==> src/aic_pkg.sv <==
/*
 * constants, codes and types shared by the analog control decoder and its
 * result queue.
 * assumes one instruction clock and an external fetch unit that presents
 * the fields of the word addressed by the program counter.
 */
package aic_pkg;

   // ------------------------------------------------------------------
   // widths
   // ------------------------------------------------------------------
   localparam int CONV_W   = 9;    // conversion register width
   localparam int WORD_W   = 25;   // arithmetic data word width
   localparam int LOW_W    = 16;   // word bits below the conversion register
   localparam int PC_W     = 8;    // program counter width
   localparam int ACODE_W  = 6;    // analog control field width
   localparam int OPCODE_W = 3;    // alu opcode field width
   localparam int SHIFT_W  = 4;    // scaler field width
   localparam int OPER_W   = 6;    // operand address width
   localparam int INCH_W   = 2;    // input channel select width
   localparam int OUTCH_W  = 3;    // output channel select width
   localparam int SEL_W    = 4;    // bit select width (8 = sign)
   localparam int FIFO_W   = 9;    // result queue word width
   localparam int FIFO_D   = 4;    // result queue depth

   // ------------------------------------------------------------------
   // program counter limits and end-code latency
   // ------------------------------------------------------------------
   localparam logic [PC_W-1:0] PC_FIRST = 8'h00;
   localparam logic [PC_W-1:0] PC_LAST  = 8'hBF;   // word 191
   localparam logic [1:0]      EOP_LAG  = 2'h3;    // words already fetched

   // ------------------------------------------------------------------
   // analog control codes
   // ------------------------------------------------------------------
   localparam logic [ACODE_W-1:0] AC_NOP      = 6'h00;
   localparam logic [ACODE_W-1:0] AC_EOP      = 6'h01; // end_of_program_code
   localparam logic [ACODE_W-1:0] AC_IN_BASE  = 6'h04; // sample_input_code 0..3
   localparam logic [ACODE_W-1:0] AC_OUT_BASE = 6'h08; // drive_output_code 0..7
   localparam logic [ACODE_W-1:0] AC_CVT_BASE = 6'h10; // lsb_convert_step..sign
   localparam logic [ACODE_W-1:0] AC_CND_BASE = 6'h20; // conditional_code 0..sign
   localparam logic [ACODE_W-1:0] AC_IN_N     = 6'h04;
   localparam logic [ACODE_W-1:0] AC_OUT_N    = 6'h08;
   localparam logic [ACODE_W-1:0] AC_BIT_N    = 6'h09;
   localparam logic [SEL_W-1:0]   SEL_SIGN    = 4'h8;  // index of the sign bit
   localparam logic [SEL_W-1:0]   SEL_MSB     = 4'h7;  // msb_convert_step
   localparam logic [SEL_W-1:0]   SEL_LSB     = 4'h0;  // lsb_convert_step

   // ------------------------------------------------------------------
   // alu fields that the decoder must recognise
   // ------------------------------------------------------------------
   localparam logic [OPCODE_W-1:0] OP_ADD  = 3'h0;
   localparam logic [OPCODE_W-1:0] OP_SUB  = 3'h1;
   localparam logic [OPCODE_W-1:0] OP_LOAD = 3'h2;     // load_operation
   localparam logic [SHIFT_W-1:0]  SH_UNITY = 4'hF;    // unity_shift
   localparam logic [OPER_W-1:0]   OPER_ZERO_DST = 6'h00;
   localparam logic [OPER_W-1:0]   OPER_ZERO_CONST = 6'h00; // zero_constant

   // ------------------------------------------------------------------
   // reset values and fill
   // ------------------------------------------------------------------
   localparam logic [CONV_W-1:0] CONV_RESET = 9'h000;
   localparam logic [LOW_W-1:0]  LOW_FILL   = 16'hFFFF;

   // analog function classes
   typedef enum logic [5:0] {
      AIC_F_NOP = 6'b000001,
      AIC_F_IN  = 6'b000010,
      AIC_F_OUT = 6'b000100,
      AIC_F_CVT = 6'b001000,
      AIC_F_CND = 6'b010000,
      AIC_F_EOP = 6'b100000
   } aic_func_t;

   // sequencer states
   typedef enum logic [1:0] {
      AIC_S_RUN   = 2'b01,
      AIC_S_DRAIN = 2'b10
   } aic_state_t;

endpackage : aic_pkg

==> src/aic_ctrl.sv <==
/*
 * analog control decoder: program counter, analog field decode,
 * conversion register with successive approximation, conditional gating
 * of the alu, and a queue of finished conversion results.
 * assumes the fetch unit shows the fields of the word at o_pc in the same
 * cycle, and the analog front end answers i_cmp_high combinationally.
 */
`timescale 1ns/1ps
module aic_ctrl (
   input  wire logic                         i_mclk,
   input  wire logic                         i_rst,
   // fields of the current instruction
   input  wire logic [aic_pkg::ACODE_W-1:0]  i_acode,
   input  wire logic [aic_pkg::OPCODE_W-1:0] i_opcode,
   input  wire logic [aic_pkg::SHIFT_W-1:0]  i_shift,
   input  wire logic [aic_pkg::OPER_W-1:0]   i_dst,
   input  wire logic [aic_pkg::OPER_W-1:0]   i_src,
   // alu writing the conversion register as a destination
   input  wire logic                         i_conv_wr,
   input  wire logic [aic_pkg::CONV_W-1:0]   i_conv_data,
   // comparator: held input sample above converter output
   input  wire logic                         i_cmp_high,
   // program counter
   output logic      [aic_pkg::PC_W-1:0]     o_pc,
   // analog channel controls
   output logic                              o_in_sample,
   output logic      [aic_pkg::INCH_W-1:0]   o_in_chan,
   output logic                              o_out_drive,
   output logic      [aic_pkg::OUTCH_W-1:0]  o_out_chan,
   output logic      [aic_pkg::CONV_W-1:0]   o_dac,
   // alu controls
   output logic                              o_alu_enable,
   output logic                              o_cond_bit,
   output logic                              o_cond_active,
   output logic                              o_alu_nop,
   output logic                              o_clear_carry,
   // conversion register seen as a data word
   output logic      [aic_pkg::WORD_W-1:0]   o_conv_word,
   // finished conversion results
   output logic                              o_res_valid,
   input  wire logic                         i_res_ready,
   output logic      [aic_pkg::FIFO_W-1:0]   o_res_data,
   output logic                              o_res_room
);

   // ------------------------------------------------------------------
   // declarations
   // ------------------------------------------------------------------
   logic [aic_pkg::CONV_W-1:0]  conversion_register; // approximation register
   logic [aic_pkg::CONV_W-1:0]  next_conversion_register;
   logic [aic_pkg::CONV_W-1:0]  bit_mask;            // one-hot selected bit
   logic [aic_pkg::SEL_W-1:0]   bit_sel;             // selected bit index
   logic [aic_pkg::ACODE_W-1:0] code_off;            // offset within a group
   aic_pkg::aic_func_t          func;                // decoded function class
   aic_pkg::aic_state_t         state;               // sequencer state
   logic [1:0]                  drain;               // words left before wrap
   logic                        step_keep;           // outcome of a step
   logic                        is_sign_step;
   logic                        res_push;            // finished conversion

   // ------------------------------------------------------------------
   // analog field decode
   // ------------------------------------------------------------------
   // own decode path
   // kept apart from the alu so the analog action never costs a cycle
   always_comb begin
      func     = aic_pkg::AIC_F_NOP;
      code_off = '0;
      if (i_acode == aic_pkg::AC_EOP) begin
         func = aic_pkg::AIC_F_EOP;
      end else if (i_acode >= aic_pkg::AC_IN_BASE &&
                   i_acode <  aic_pkg::AC_IN_BASE + aic_pkg::AC_IN_N) begin
         func     = aic_pkg::AIC_F_IN;
         code_off = i_acode - aic_pkg::AC_IN_BASE;
      end else if (i_acode >= aic_pkg::AC_OUT_BASE &&
                   i_acode <  aic_pkg::AC_OUT_BASE + aic_pkg::AC_OUT_N) begin
         func     = aic_pkg::AIC_F_OUT;
         code_off = i_acode - aic_pkg::AC_OUT_BASE;
      end else if (i_acode >= aic_pkg::AC_CVT_BASE &&
                   i_acode <  aic_pkg::AC_CVT_BASE + aic_pkg::AC_BIT_N) begin
         func     = aic_pkg::AIC_F_CVT;
         code_off = i_acode - aic_pkg::AC_CVT_BASE;
      end else if (i_acode >= aic_pkg::AC_CND_BASE &&
                   i_acode <  aic_pkg::AC_CND_BASE + aic_pkg::AC_BIT_N) begin
         func     = aic_pkg::AIC_F_CND;
         code_off = i_acode - aic_pkg::AC_CND_BASE;
      end
      // unknown codes fall back to no analog action
   end

   // same bit numbering for steps and tests
   assign bit_sel      = code_off[aic_pkg::SEL_W-1:0];
   assign is_sign_step = (bit_sel == aic_pkg::SEL_SIGN);

   // ------------------------------------------------------------------
   // bit mask, one flop-free decode per bit
   // ------------------------------------------------------------------
   genvar gi;
   generate
      for (gi = 0; gi < aic_pkg::CONV_W; gi++) begin : g_mask
         assign bit_mask[gi] = (bit_sel == (aic_pkg::SEL_W)'(gi));
      end
   endgenerate

   // ------------------------------------------------------------------
   // channel controls
   // ------------------------------------------------------------------
   // sample selected input
   assign o_in_sample = (func == aic_pkg::AIC_F_IN);
   assign o_in_chan   = code_off[aic_pkg::INCH_W-1:0];
   assign o_out_drive = (func == aic_pkg::AIC_F_OUT);
   assign o_out_chan  = code_off[aic_pkg::OUTCH_W-1:0];

   // ------------------------------------------------------------------
   // converter drive
   // ------------------------------------------------------------------
   // register feeds the converter
   // during a magnitude step the trial bit is shown so the comparator
   // answers for the register with that bit set
   always_comb begin
      o_dac = conversion_register;
      if (func == aic_pkg::AIC_F_CVT && !is_sign_step) begin
         o_dac = conversion_register | bit_mask;
      end
   end

   // ------------------------------------------------------------------
   // step outcome
   // ------------------------------------------------------------------
   // keep or clear by comparison
   // sign: register is zero, so the sign is set unless the input lies above;
   // magnitude: the bit stays when the input is still above the trial
   assign step_keep = is_sign_step ? !i_cmp_high : i_cmp_high;

   always_comb begin
      next_conversion_register = conversion_register;
      if (func == aic_pkg::AIC_F_CVT) begin
         if (step_keep) begin
            next_conversion_register = conversion_register | bit_mask;
         end else begin
            next_conversion_register = conversion_register & ~bit_mask;
         end
      end else if (i_conv_wr) begin
         // alu load; the program zeroes it here before a sequence
         next_conversion_register = i_conv_data;
      end
   end

   // ------------------------------------------------------------------
   // conversion register
   // ------------------------------------------------------------------
   // result left after the last step
   // a step wins over an alu write; the program must not mix the two
   always_ff @(posedge i_mclk) begin
      if (i_rst) begin
         conversion_register <= aic_pkg::CONV_RESET;
      end else begin
         conversion_register <= next_conversion_register;
      end
   end

   // nine bits on top, ones below
   assign o_conv_word = {conversion_register, aic_pkg::LOW_FILL};

   // ------------------------------------------------------------------
   // conditional alu gating
   // ------------------------------------------------------------------
   // tested bit steers the operation
   assign o_cond_active = (func == aic_pkg::AIC_F_CND);
   assign o_cond_bit    = |(conversion_register & bit_mask);

   always_comb begin
      o_alu_enable = 1'b1;
      // cancel load or add on zero
      // the cycle still passes; subtract takes the bit through o_cond_bit
      if (o_cond_active && !o_cond_bit &&
          (i_opcode == aic_pkg::OP_LOAD || i_opcode == aic_pkg::OP_ADD)) begin
         o_alu_enable = 1'b0;
      end
   end

   assign o_alu_nop = (i_opcode == aic_pkg::OP_LOAD) &&
                      (i_dst == aic_pkg::OPER_ZERO_DST) &&
                      (i_src == aic_pkg::OPER_ZERO_CONST) &&
                      (i_shift == aic_pkg::SH_UNITY);
   assign o_clear_carry = o_alu_nop;

   // ------------------------------------------------------------------
   // program sequencer
   // ------------------------------------------------------------------
   // endless loop at one word per clock
   // wrap after last word or end code
   // the end code waits for the three words already in the pipeline
   always_ff @(posedge i_mclk) begin
      if (i_rst) begin
         state <= aic_pkg::AIC_S_RUN;
         drain <= '0;
         o_pc  <= aic_pkg::PC_FIRST;
      end else begin
         unique case (state)
            aic_pkg::AIC_S_RUN: begin
               if (func == aic_pkg::AIC_F_EOP) begin
                  state <= aic_pkg::AIC_S_DRAIN;
                  drain <= aic_pkg::EOP_LAG;
               end
               o_pc <= (o_pc == aic_pkg::PC_LAST) ? aic_pkg::PC_FIRST
                                                  : o_pc + 1'b1;
            end
            aic_pkg::AIC_S_DRAIN: begin
               if (drain == 2'h1) begin
                  // last fetched word done: restart the pass
                  state <= aic_pkg::AIC_S_RUN;
                  drain <= '0;
                  o_pc  <= aic_pkg::PC_FIRST;
               end else begin
                  drain <= drain - 1'b1;
                  o_pc  <= (o_pc == aic_pkg::PC_LAST) ? aic_pkg::PC_FIRST
                                                     : o_pc + 1'b1;
               end
            end
         endcase
      end
   end

   // ------------------------------------------------------------------
   // result queue
   // ------------------------------------------------------------------
   // a finished value is offered the cycle after the lsb step; the loop
   // cannot stall, so a full queue drops it and o_res_room warns first
   logic res_pending;
   always_ff @(posedge i_mclk) begin
      if (i_rst) begin
         res_pending <= 1'b0;
      end else begin
         res_pending <= (func == aic_pkg::AIC_F_CVT) &&
                        (bit_sel == aic_pkg::SEL_LSB);
      end
   end
   assign res_push = res_pending;

   aic_fifo #(
      .WIDTH (aic_pkg::FIFO_W),
      .DEPTH (aic_pkg::FIFO_D)
   ) i_aic_fifo (
      .i_mclk      (i_mclk),
      .i_rst       (i_rst),
      .i_in_valid  (res_push),
      .o_in_ready  (o_res_room),
      .i_in_data   (conversion_register),
      .o_out_valid (o_res_valid),
      .i_out_ready (i_res_ready),
      .o_out_data  (o_res_data)
   );

endmodule : aic_ctrl

==> src/aic_fifo.sv <==
/*
 * small result queue with valid/ready on both sides.
 * assumes a single clock and synchronous active-high reset.
 */
`timescale 1ns/1ps
module aic_fifo #(
   parameter int WIDTH = 9,
   parameter int DEPTH = 4
) (
   input  wire logic             i_mclk,
   input  wire logic             i_rst,
   input  wire logic             i_in_valid,
   output logic                  o_in_ready,
   input  wire logic [WIDTH-1:0] i_in_data,
   output logic                  o_out_valid,
   input  wire logic             i_out_ready,
   output logic      [WIDTH-1:0] o_out_data
);
   // ------------------------------------------------------------------
   // storage and pointers
   // ------------------------------------------------------------------
   localparam int AW = $clog2(DEPTH);
   logic [WIDTH-1:0] mem [DEPTH];        // entries
   logic [AW-1:0]    wr_ptr;             // next write slot
   logic [AW-1:0]    rd_ptr;             // oldest entry
   logic [AW:0]      count;              // occupancy
   logic             push;
   logic             pop;

   assign o_in_ready  = (count != (AW+1)'(DEPTH));
   assign o_out_valid = (count != '0);
   assign push        = i_in_valid && o_in_ready;
   assign pop         = o_out_valid && i_out_ready;
   assign o_out_data  = mem[rd_ptr];

   // entries hold their value until overwritten after a pop
   always_ff @(posedge i_mclk) begin
      if (push) begin
         mem[wr_ptr] <= i_in_data;
      end
   end

   // pointers wrap; depth is a power of two
   always_ff @(posedge i_mclk) begin
      if (i_rst) begin
         wr_ptr <= '0;
         rd_ptr <= '0;
         count  <= '0;
      end else begin
         if (push) begin
            wr_ptr <= wr_ptr + 1'b1;
         end
         if (pop) begin
            rd_ptr <= rd_ptr + 1'b1;
         end
         count <= count + {{AW{1'b0}}, push} - {{AW{1'b0}}, pop};
      end
   end
endmodule : aic_fifo

==> config.mk <==
export PLATFORM = sky130hd
export DESIGN_NAME = aic_ctrl
export DESIGN_NICKNAME = d
export VERILOG_FILES = /design/src/aic_pkg.sv /design/src/aic_ctrl.sv /design/src/aic_fifo.sv
export SDC_FILE = /design/constraint.sdc
export NUM_CORES = 1
export LEC_CHECK = 0
export BUFFER_PORTS_ARGS = -buffer_cell sky130_fd_sc_hd__buf_2
export CAP_MARGIN = 40
export CORE_MARGIN = 5
export CORE_UTILIZATION = 30
export DETAILED_ROUTE_END_ITERATION = 12
export PLACE_DENSITY = 0.53
export SYNTH_ARGS = -nofsm -noshare
export SYNTH_HDL_FRONTEND = slang
export SYNTH_SLANG_ARGS = --single-unit
export TNS_END_PERCENT = 10
==> constraint.sdc <==
create_clock -name i_mclk -period 3.5 [get_ports i_mclk]
set_clock_uncertainty 0.2 [all_clocks]
set_input_delay 0 -clock i_mclk [delete_from_list [all_inputs] [get_ports i_mclk]]
set_output_delay 0 -clock i_mclk [all_outputs]
set_load 0.03 [all_outputs]
Yosys cells after proc, flatten, opt, wreduce, memory -nomap -nowiden
Memory sizes are Yosys's and may differ from the RTL's. A register that Yosys moved wholly into a read port is not among the register bits.
Cells that the tools add are included.

word-level totals
  register bits = 29
  RAM bits = 36
  output and inout port bits = 65
  word-level logic and storage cells = 108
  memories = 1

cells by class
  add/sub/neg operators = 10
  order comparisons = 8
  equal/unequal tests = 23
  mux-type cells = 29
  bitwise operators = 4
  reduce and logical (&&, ||, !) cells = 25

memories
  memory          depth  width  rd ports  clocked after Yosys merged registers in  wr ports  RTL line        text
  i_aic_fifo.mem  4      9      1         1                                        1         aic_fifo.sv:23  logic [WIDTH-1:0] mem [DEPTH];

operator list
  operator                                                                count
  9-bit two-way mux                                                       4
  4-bit two-way mux                                                       5
  5-bit two-way mux                                                       4
  9-bit AND                                                               2
  4-bit by 3-bit equality test with 1-bit output (second input constant)  4
  8-bit two-way mux                                                       2
  8-bit one-hot mux with 2 select lines                                   1
  1-bit logical AND                                                       13
  6-bit logical NOT                                                       2
  6-bit by 5-bit < comparator with 1-bit output (second input constant)   2
  2-bit two-way mux                                                       6
  9-bit inverter                                                          1
  9-bit OR                                                                1
  9-bit OR reduction                                                      1
  8-bit by 1-bit adder with 8-bit output (second input constant)          1
  4-bit by 2-bit equality test with 1-bit output (second input constant)  2
  4-bit equality test (second input constant)                             2
  8-bit equality test (second input constant)                             1
  2-bit one-hot mux with 2 select lines                                   2
  4-bit by 1-bit subtractor with 4-bit output (second input constant)     2
  6-bit by 1-bit equality test with 1-bit output (second input constant)  1
  6-bit by 2-bit equality test with 1-bit output (second input constant)  1
  6-bit by 3-bit equality test with 1-bit output (second input constant)  1
  6-bit by 4-bit equality test with 1-bit output (second input constant)  1
  other kinds (29)                                                        37

Longest topological paths before layout
Gate-level depths: netlist of run 1.

  word-level depth = 14
  depth in mapped cells = 14
  mapped depth without buffers = 13

By module
From an unflattened synthesis of run 1, not the netlist that was laid out.

unflattened totals
  cell total of the unflattened synthesis = 319
  area, all modules = 3,617.2 um^2

modules (own cells, without submodules)
  module    times used  cells each  area each (um^2)  sequential area each (um^2)
  aic_ctrl  1           223         1,820.5           440.4
  aic_fifo  1           96          1,796.7           1,261.2

Worst setup path after synthesis of run 1
Ideal clock, no wire load.

  kind = input-to-reg
  from = in i_acode[2] in the netlist's numbering
  to = reg (tool-made name)
  library setup time = 91 ps
  arrival time = 2,760 ps
  data required time = 3,209 ps
  setup slack = 449 ps
  cell stages on the path = 13
  cell sequence = inv_1 -> ha_1 -> inv_1 -> o21a_1 -> clkbuf_1 -> a2111oi_1 -> a21oi_1 -> inv_1 -> nor3_1 -> ha_1 -> nor2_1 -> a221oi_1 -> a311oi_1

RTL lines
  what             RTL line        text
  start, declared  aic_ctrl.sv:13  input wire logic [aic_pkg::ACODE_W-1:0] i_acode,

==> impl_metrics.tcl, run 1 <==
set metrics [dict create \
    min_from "i_acode[1]" \
    start_kind "primary input" \
    synth_flop_cell "edfxtp_1" \
    synth-xor-area-share 0.0309 \
    p_leak_nw 1.85 \
    dr.pass1.iters 4 \
    synth_area_sq_um 3400 \
    die_w_microns 116 \
    fmax_ghz 0.303 \
    initial_core_util 0.310 \
    synth-edff-count 36 \
    critPathCaptureType "flop" \
    first_global_vias 2603 \
    path_class "primary input to flop" \
    setup_violations 0 \
    cp_max_fo 7 \
    seq_area_frac_synth 0.500 \
    synthMuxAreaShare 0.0688 \
    wl_per_cell_microns 15.2 \
    r2r_slack_ps 1000 \
    syn_avg_cell_area_sq_um 10.9 \
    wl_met2_microns 3980 \
    maxSlewHeadroom 0.551 \
    pre_cts_ws_ps 254 \
    yosysUniqueCellTypes 52 \
    top_layer_used "met4" \
    layout_setup_ws_ps 197 \
    yosys-top-cells-area "edfxtp_1 32%, dfxtp_1 18%, mux4_2 6.0%, ha_1 4.8%, buf_4 4.2%" \
    fin_crit_sh 0.944 \
    htree_num_levels 3 \
    drv_cap 0 \
    synth_top_area_share 0.318 \
    syn_to_final_growth_pct 30.2 \
    grt_pass1_wl_microns 13400 \
    arrival_ps 3310 \
    cts_num_sinks 67 \
    synthCells 312 \
    dp_cells 527 \
    dp_hpwl_microns 6330 \
    slowest_delay_ps 560 \
    fillers 1065 \
    hold_ws_ps 120 \
    min_to "res_pending$_SDFF_PP0_" \
    regArea_sq_um 1700 \
    grt_max_degree 21 \
    route.met3.wl_microns 589 \
    met1_length_microns 3860 \
    drive_gt1_frac 0.297 \
    grt-ovfl-total 0 \
    drt-total-wl_microns 8570 \
    yosysTopAreaCell "edfxtp_1" \
    core_sq_um 11000 \
    grt_usage 0.128 \
    die_area_sq_um 13600 \
    finalNetCount 472 \
    cts_made_buffers 9 \
    crit_path_cell_trace "buf_2 > clkinvlp_4 > ha_1 > o21a_1 > or3_1 > a2111oi_4 > a21oi_2 > inv_1 > nor3_1 > ha_1 > nor2_1 > buf_4 > a21o_1 > mux2i_1 > nor2_1 > dlygate4sd3_1" \
    cts_tree "built" \
    drt_iter0_markers 135 \
    die_y_microns 116 \
    clockRootBuffer "clkbuf_16" \
    drc 0 \
    core.rowCount 38 \
    clkTransAtPathRegs_ps 60 \
    stdcell_count 564 \
    cp.required_ps 3510 \
    post-route-util 0.403 \
    r2r-start "i_aic_fifo.count[2]$_SDFF_PP0_" \
    layout_commonest_cell "buf_2" \
    diodes 0 \
    yosysWarnings 0 \
    portBuffers 87 \
    clock_latency_ps 320 \
    synth_fa_ha_area_frac 0.0537 \
    finalWeightedCongestion 0.922 \
    worst_path_max_delay_cell "dlygate4sd3_1" \
    worst_pin_slew_ps 667 \
    min_period_ps 3300 \
    antenna_found_initial 0 \
    powerDensity_nw_per_um2 543 \
    multi_input_area_sq_um 1540 \
    async_flop_share 0 \
    critical_path.top_delay_family "buffers and inverters" \
    crit_buf_inv 5 \
    ir_worst_vdd_uv 238 \
    ys_ff_latch 67 \
    hold_viol 0 \
    synth-simple-area-share 0.155 \
    synth_top_family_by_area "simple AND/OR/NAND/NOR gates" \
    regToRegEndpoint "i_aic_fifo.count[2]$_SDFF_PP0_" \
    vias_per_cell 4.85 \
    outcome "finished, final reports clean" \
    synth_compound_area_frac 0.120 \
    min_delay_path_depth 4 \
    rr_worst_depth 10 \
    mostFrequentLayoutCells "87 x buf_2, 36 x edfxtp_1, 31 x dfxtp_1" \
    top_level_ports 104 \
    hold_path_class "primary input to flop" \
    final_antenna_net_count 0 \
    clk_path_buf_depth 2 \
    slew_violations 0 \
    dr_total_vias 2737 \
]
-- per-layer routing --
layer,vias up,GRT usage
met2,106,0.198
li1,1317,-
met4,0,0.0487
met5,-,0
met3,8,0.0316
met1,1306,0.174
-- kinds of logic (layout without fill, tap and decap cells) --
| kind of cell | count (synthesis) | count (layout) |
|---|---|---|
| multiplexers | 12 | 12 |
| XOR/XNOR | 12 | 12 |
| adder cells (fa/ha/maj) | 14 | 14 |
| AND/OR/NAND/NOR | 103 | 103 |
| other | 1 | 16 |
| AO/OA/AOI/OAI | 58 | 58 |
| flip-flops | 67 | 67 |
| buffers and inverters | 45 | 142 |
-- synthesized netlist by cell type, types with 4 or more instances --
master	instances
nand2_1	16
buf_4	19
nand3_1	6
clkbuf_1	7
mux4_2	9
or3_1	4
a211oi_1	6
nand2b_1	8
dfxtp_1	31
xnor2_1	7
nor2_1	31
ha_1	13
inv_1	15
xor2_1	5
o21ai_0	10
nand4_1	4
and3_1	5
nor2b_1	5
edfxtp_1	36
nor3_1	8
a21oi_1	10
o21a_1	5
-- what timing repair did --
| item | 4_1_cts | 5_1_grt |
|---|---|---|
| hold buffers | 20 | 0 |
| endpoints found under the setup margin | 0 | 6 |
| buffers inserted | 0 | 1 |
| resized for setup | 0 | 6 |
| hold endpoints to repair | 20 | 0 |
-- layout make-up --
cell class              instances  share of cell area
flip-flops and latches         67               0.384
well taps                     140              0.0395
inverters                      15              0.0136
repair buffers                111               0.150
clock buffers                  10              0.0517
clock inverters                 6              0.0130
multi-input cells             215               0.348
-- worst register-to-register path, cell delays in order (launching register included) --
cell	delay (ps)
dfxtp_1	330
or3_1	390
and2_1	210
ha_1	290
inv_1	50
ha_1	130
inv_1	50
fa_1	370
xor2_1	170
xnor2_1	140
nor2_1	50
-- how the worst max path moves through the flow --
stage               endpoint  slack [ps]  startpoint  cells past startpoint
floorplan               flop         450  i_acode[2]                     13
global placement        flop         390  i_acode[2]                     15
detailed placement      flop         250  i_acode[2]                     15
CTS                     flop          90  i_acode[2]                     16
global route            flop         -60  i_acode[2]                     15
finish                  flop         200  i_acode[2]                     16
-- stage by stage --
step | instance area [sq um] | total power, mW | TNS, ps
6_report | 4430 | 2.41 | 0
5_1_grt | 4430 | 2.53 | -61.3
4_1_cts | 4390 | 2.43 | 0
3_5_place_dp | 3910 | 1.54 | 0
3_3_place_gp | 3910 | 1.53 | 0
2_1_floorplan | 3460 | 1.39 | 0
-- power breakdown --
part	switching (mW)	total, mW	internal [mW]
Sequential	0.0720	0.950	0.878
Clock	0.319	0.865	0.546
Combinational	0.354	0.592	0.238
No activity file was read; power rests on OpenSTA's default activity.
==> run 2, diff against run 1 <==
--- a/config.mk
+++ b/config.mk
@@ -7,10 +7,12 @@
 export LEC_CHECK = 0
 export BUFFER_PORTS_ARGS = -buffer_cell sky130_fd_sc_hd__buf_2
 export CAP_MARGIN = 40
-export CORE_MARGIN = 5
+export CORE_MARGIN = 2
 export CORE_UTILIZATION = 30
 export DETAILED_ROUTE_END_ITERATION = 12
+export GPL_ROUTABILITY_DRIVEN = 0
 export PLACE_DENSITY = 0.53
+export REMOVE_ABC_BUFFERS = 1
 export SYNTH_ARGS = -nofsm -noshare
 export SYNTH_HDL_FRONTEND = slang
 export SYNTH_SLANG_ARGS = --single-unit
==> impl_metrics.tcl, run 2 (synthesis gave the netlist of run 1 again) <==
set metrics [dict create \
    outcome "finished, final reports clean" \
    worst_path_max_delay_cell "dlygate4sd3_1" \
    drt_iter0_markers 150 \
    syn_to_final_growth_pct 28.1 \
    layout_setup_ws_ps 447 \
    die_area_sq_um 12200 \
    grt_usage 0.131 \
    slew_violations 0 \
    top_level_ports 104 \
    ir_worst_vdd_uv 203 \
    die_w_microns 110 \
    drive_gt1_frac 0.278 \
    fmax_ghz 0.328 \
    critPathCaptureType "flop" \
    die_y_microns 110 \
    drc 0 \
    fin_crit_sh 0.872 \
    wl_per_cell_microns 14.2 \
    min_period_ps 3050 \
    gr-usage-met2 0.213 \
    htree_num_levels 3 \
    grt-ovfl-total 0 \
    rr_worst_depth 10 \
    hold_viol 0 \
    vias_per_cell 4.75 \
    arrival_ps 3110 \
    core.rowCount 38 \
    gr-usage-met1 0.169 \
    post_cts_buffers 0 \
    path_class "primary input to flop" \
    fin_tns_setup_ps 0 \
    start_kind "primary input" \
    p_leak_nw 1.81 \
    fillers 1065 \
    r2r_slack_ps 1010 \
    dr.pass1.iters 4 \
    cts_tree "built" \
    grt_use_met3 0.0296 \
    crit_buf_inv 4 \
    hold_path_class "primary input to flop" \
    r2r-start "i_aic_fifo.count[2]$_SDFF_PP0_" \
    mostFrequentLayoutCells "87 x buf_2, 36 x edfxtp_1, 31 x nor2_1, 31 x dfxtp_1" \
    regArea_sq_um 1700 \
    clock_latency_ps 320 \
    dp_hpwl_microns 5930 \
    final_antenna_net_count 0 \
    setup_violations 0 \
    crit_path_cell_trace "buf_2 > inv_1 > ha_1 > or3b_1 > nor2_1 > a2111oi_2 > a21oi_1 > inv_1 > nor3_1 > ha_1 > a2111oi_1 > dlygate4sd3_1" \
    cts_made_buffers 9 \
    cp_max_fo 8 \
    diodes 0 \
    dr_total_vias 2648 \
    portBuffers 87 \
    layout_commonest_cell "buf_2" \
    multi_input_area_sq_um 1520 \
    first_global_vias 2571 \
    rsz0062_at_grt "no" \
    drt-total-wl_microns 7910 \
    pre_cts_ws_ps 120 \
    worst_pin_slew_ps 724 \
    powerDensity_nw_per_um2 560 \
    initial_core_util 0.311 \
    crit_cells 12 \
    clkTransAtPathRegs_ps 50 \
    slowest_delay_ps 600 \
    finalNetCount 465 \
    p_total_mw 2.44 \
    grt_max_degree 21 \
    regToRegEndpoint "i_aic_fifo.count[2]$_SDFF_PP0_" \
    cp.required_ps 3560 \
    maxSlewHeadroom 0.512 \
    cp-startpoint "i_acode[3]" \
    critical_path.top_delay_family "buffers and inverters" \
    busiest_layer "met2" \
    clockRootBuffer "clkbuf_16" \
    antenna_found_initial 0 \
    clk_path_buf_depth 2 \
    core_sq_um 10900 \
    cts_num_sinks 67 \
    hold_ws_ps 22.8 \
    grt_pass1_wl_microns 12900 \
    drv_cap 0 \
]
run 2: power breakdown:
part | internal [mW] | leakage [nW] | switching [mW]
clock | 0.619 | 0.146 | 0.298
combinational | 0.229 | 1.08 | 0.343
sequential | 0.879 | 0.584 | 0.0719
total | 1.73 | 1.81 | 0.713
run 2: layout make-up:
type / count / share of cell area
clock buffer: 12 / 0.0543
clock inverter: 4 / 0.0155
inverter: 15 / 0.0129
multi-input combinational: 215 / 0.349
sequential: 67 / 0.391
tap: 140 / 0.0402
timing repair buffer: 104 / 0.138
run 2: tightest hold or removal path, cell delays in order:
cell	delay (ps)
buf_2	180
a311oi_1	230
a211oi_1	70
run 2: timing repair:
item | CTS | global route
hold buffers | 15 | 0
setup endpoints to repair | 0 | 1
gates resized for setup | 0 | 1
endpoints found under the hold margin | 20 | 0
run 2: metrics by stage:
| step | instances | utilization | instance area [sq um] |
|---|---|---|---|
| final | 557 | 0.398 | 4360 |
| after global routing | 557 | 0.398 | 4360 |
| after CTS | 557 | 0.398 | 4350 |
| after detailed placement | 526 | 0.356 | 3900 |
| after global placement | 526 | 0.356 | 3900 |
| after floorplan | 297 | - | 3270 |
run 2: routing by layer:
layer / vias up / share of wire
met5: - / 0
met4: 0 / 0.019
met3: 11 / 0.059
met2: 110 / 0.47
met1: 1224 / 0.45
li1: 1303 / -
run 2: worst min-delay path by stage:
stage                   start                        endpoint  slack (ps)  cells after the start
6_report           i_acode[1]                            flop          20                      3
5_1_grt            i_acode[1]                            flop          50                      3
4_1_cts            i_acode[1]                            flop          20                      3
3_5_place_dp   i_conv_data[0]                            flop          80                      3
3_3_place_gp   i_conv_data[0]                            flop          80                      3
2_1_floorplan           i_rst  i_aic_fifo.count[1]$_SDFF_PP0_        -130                      1
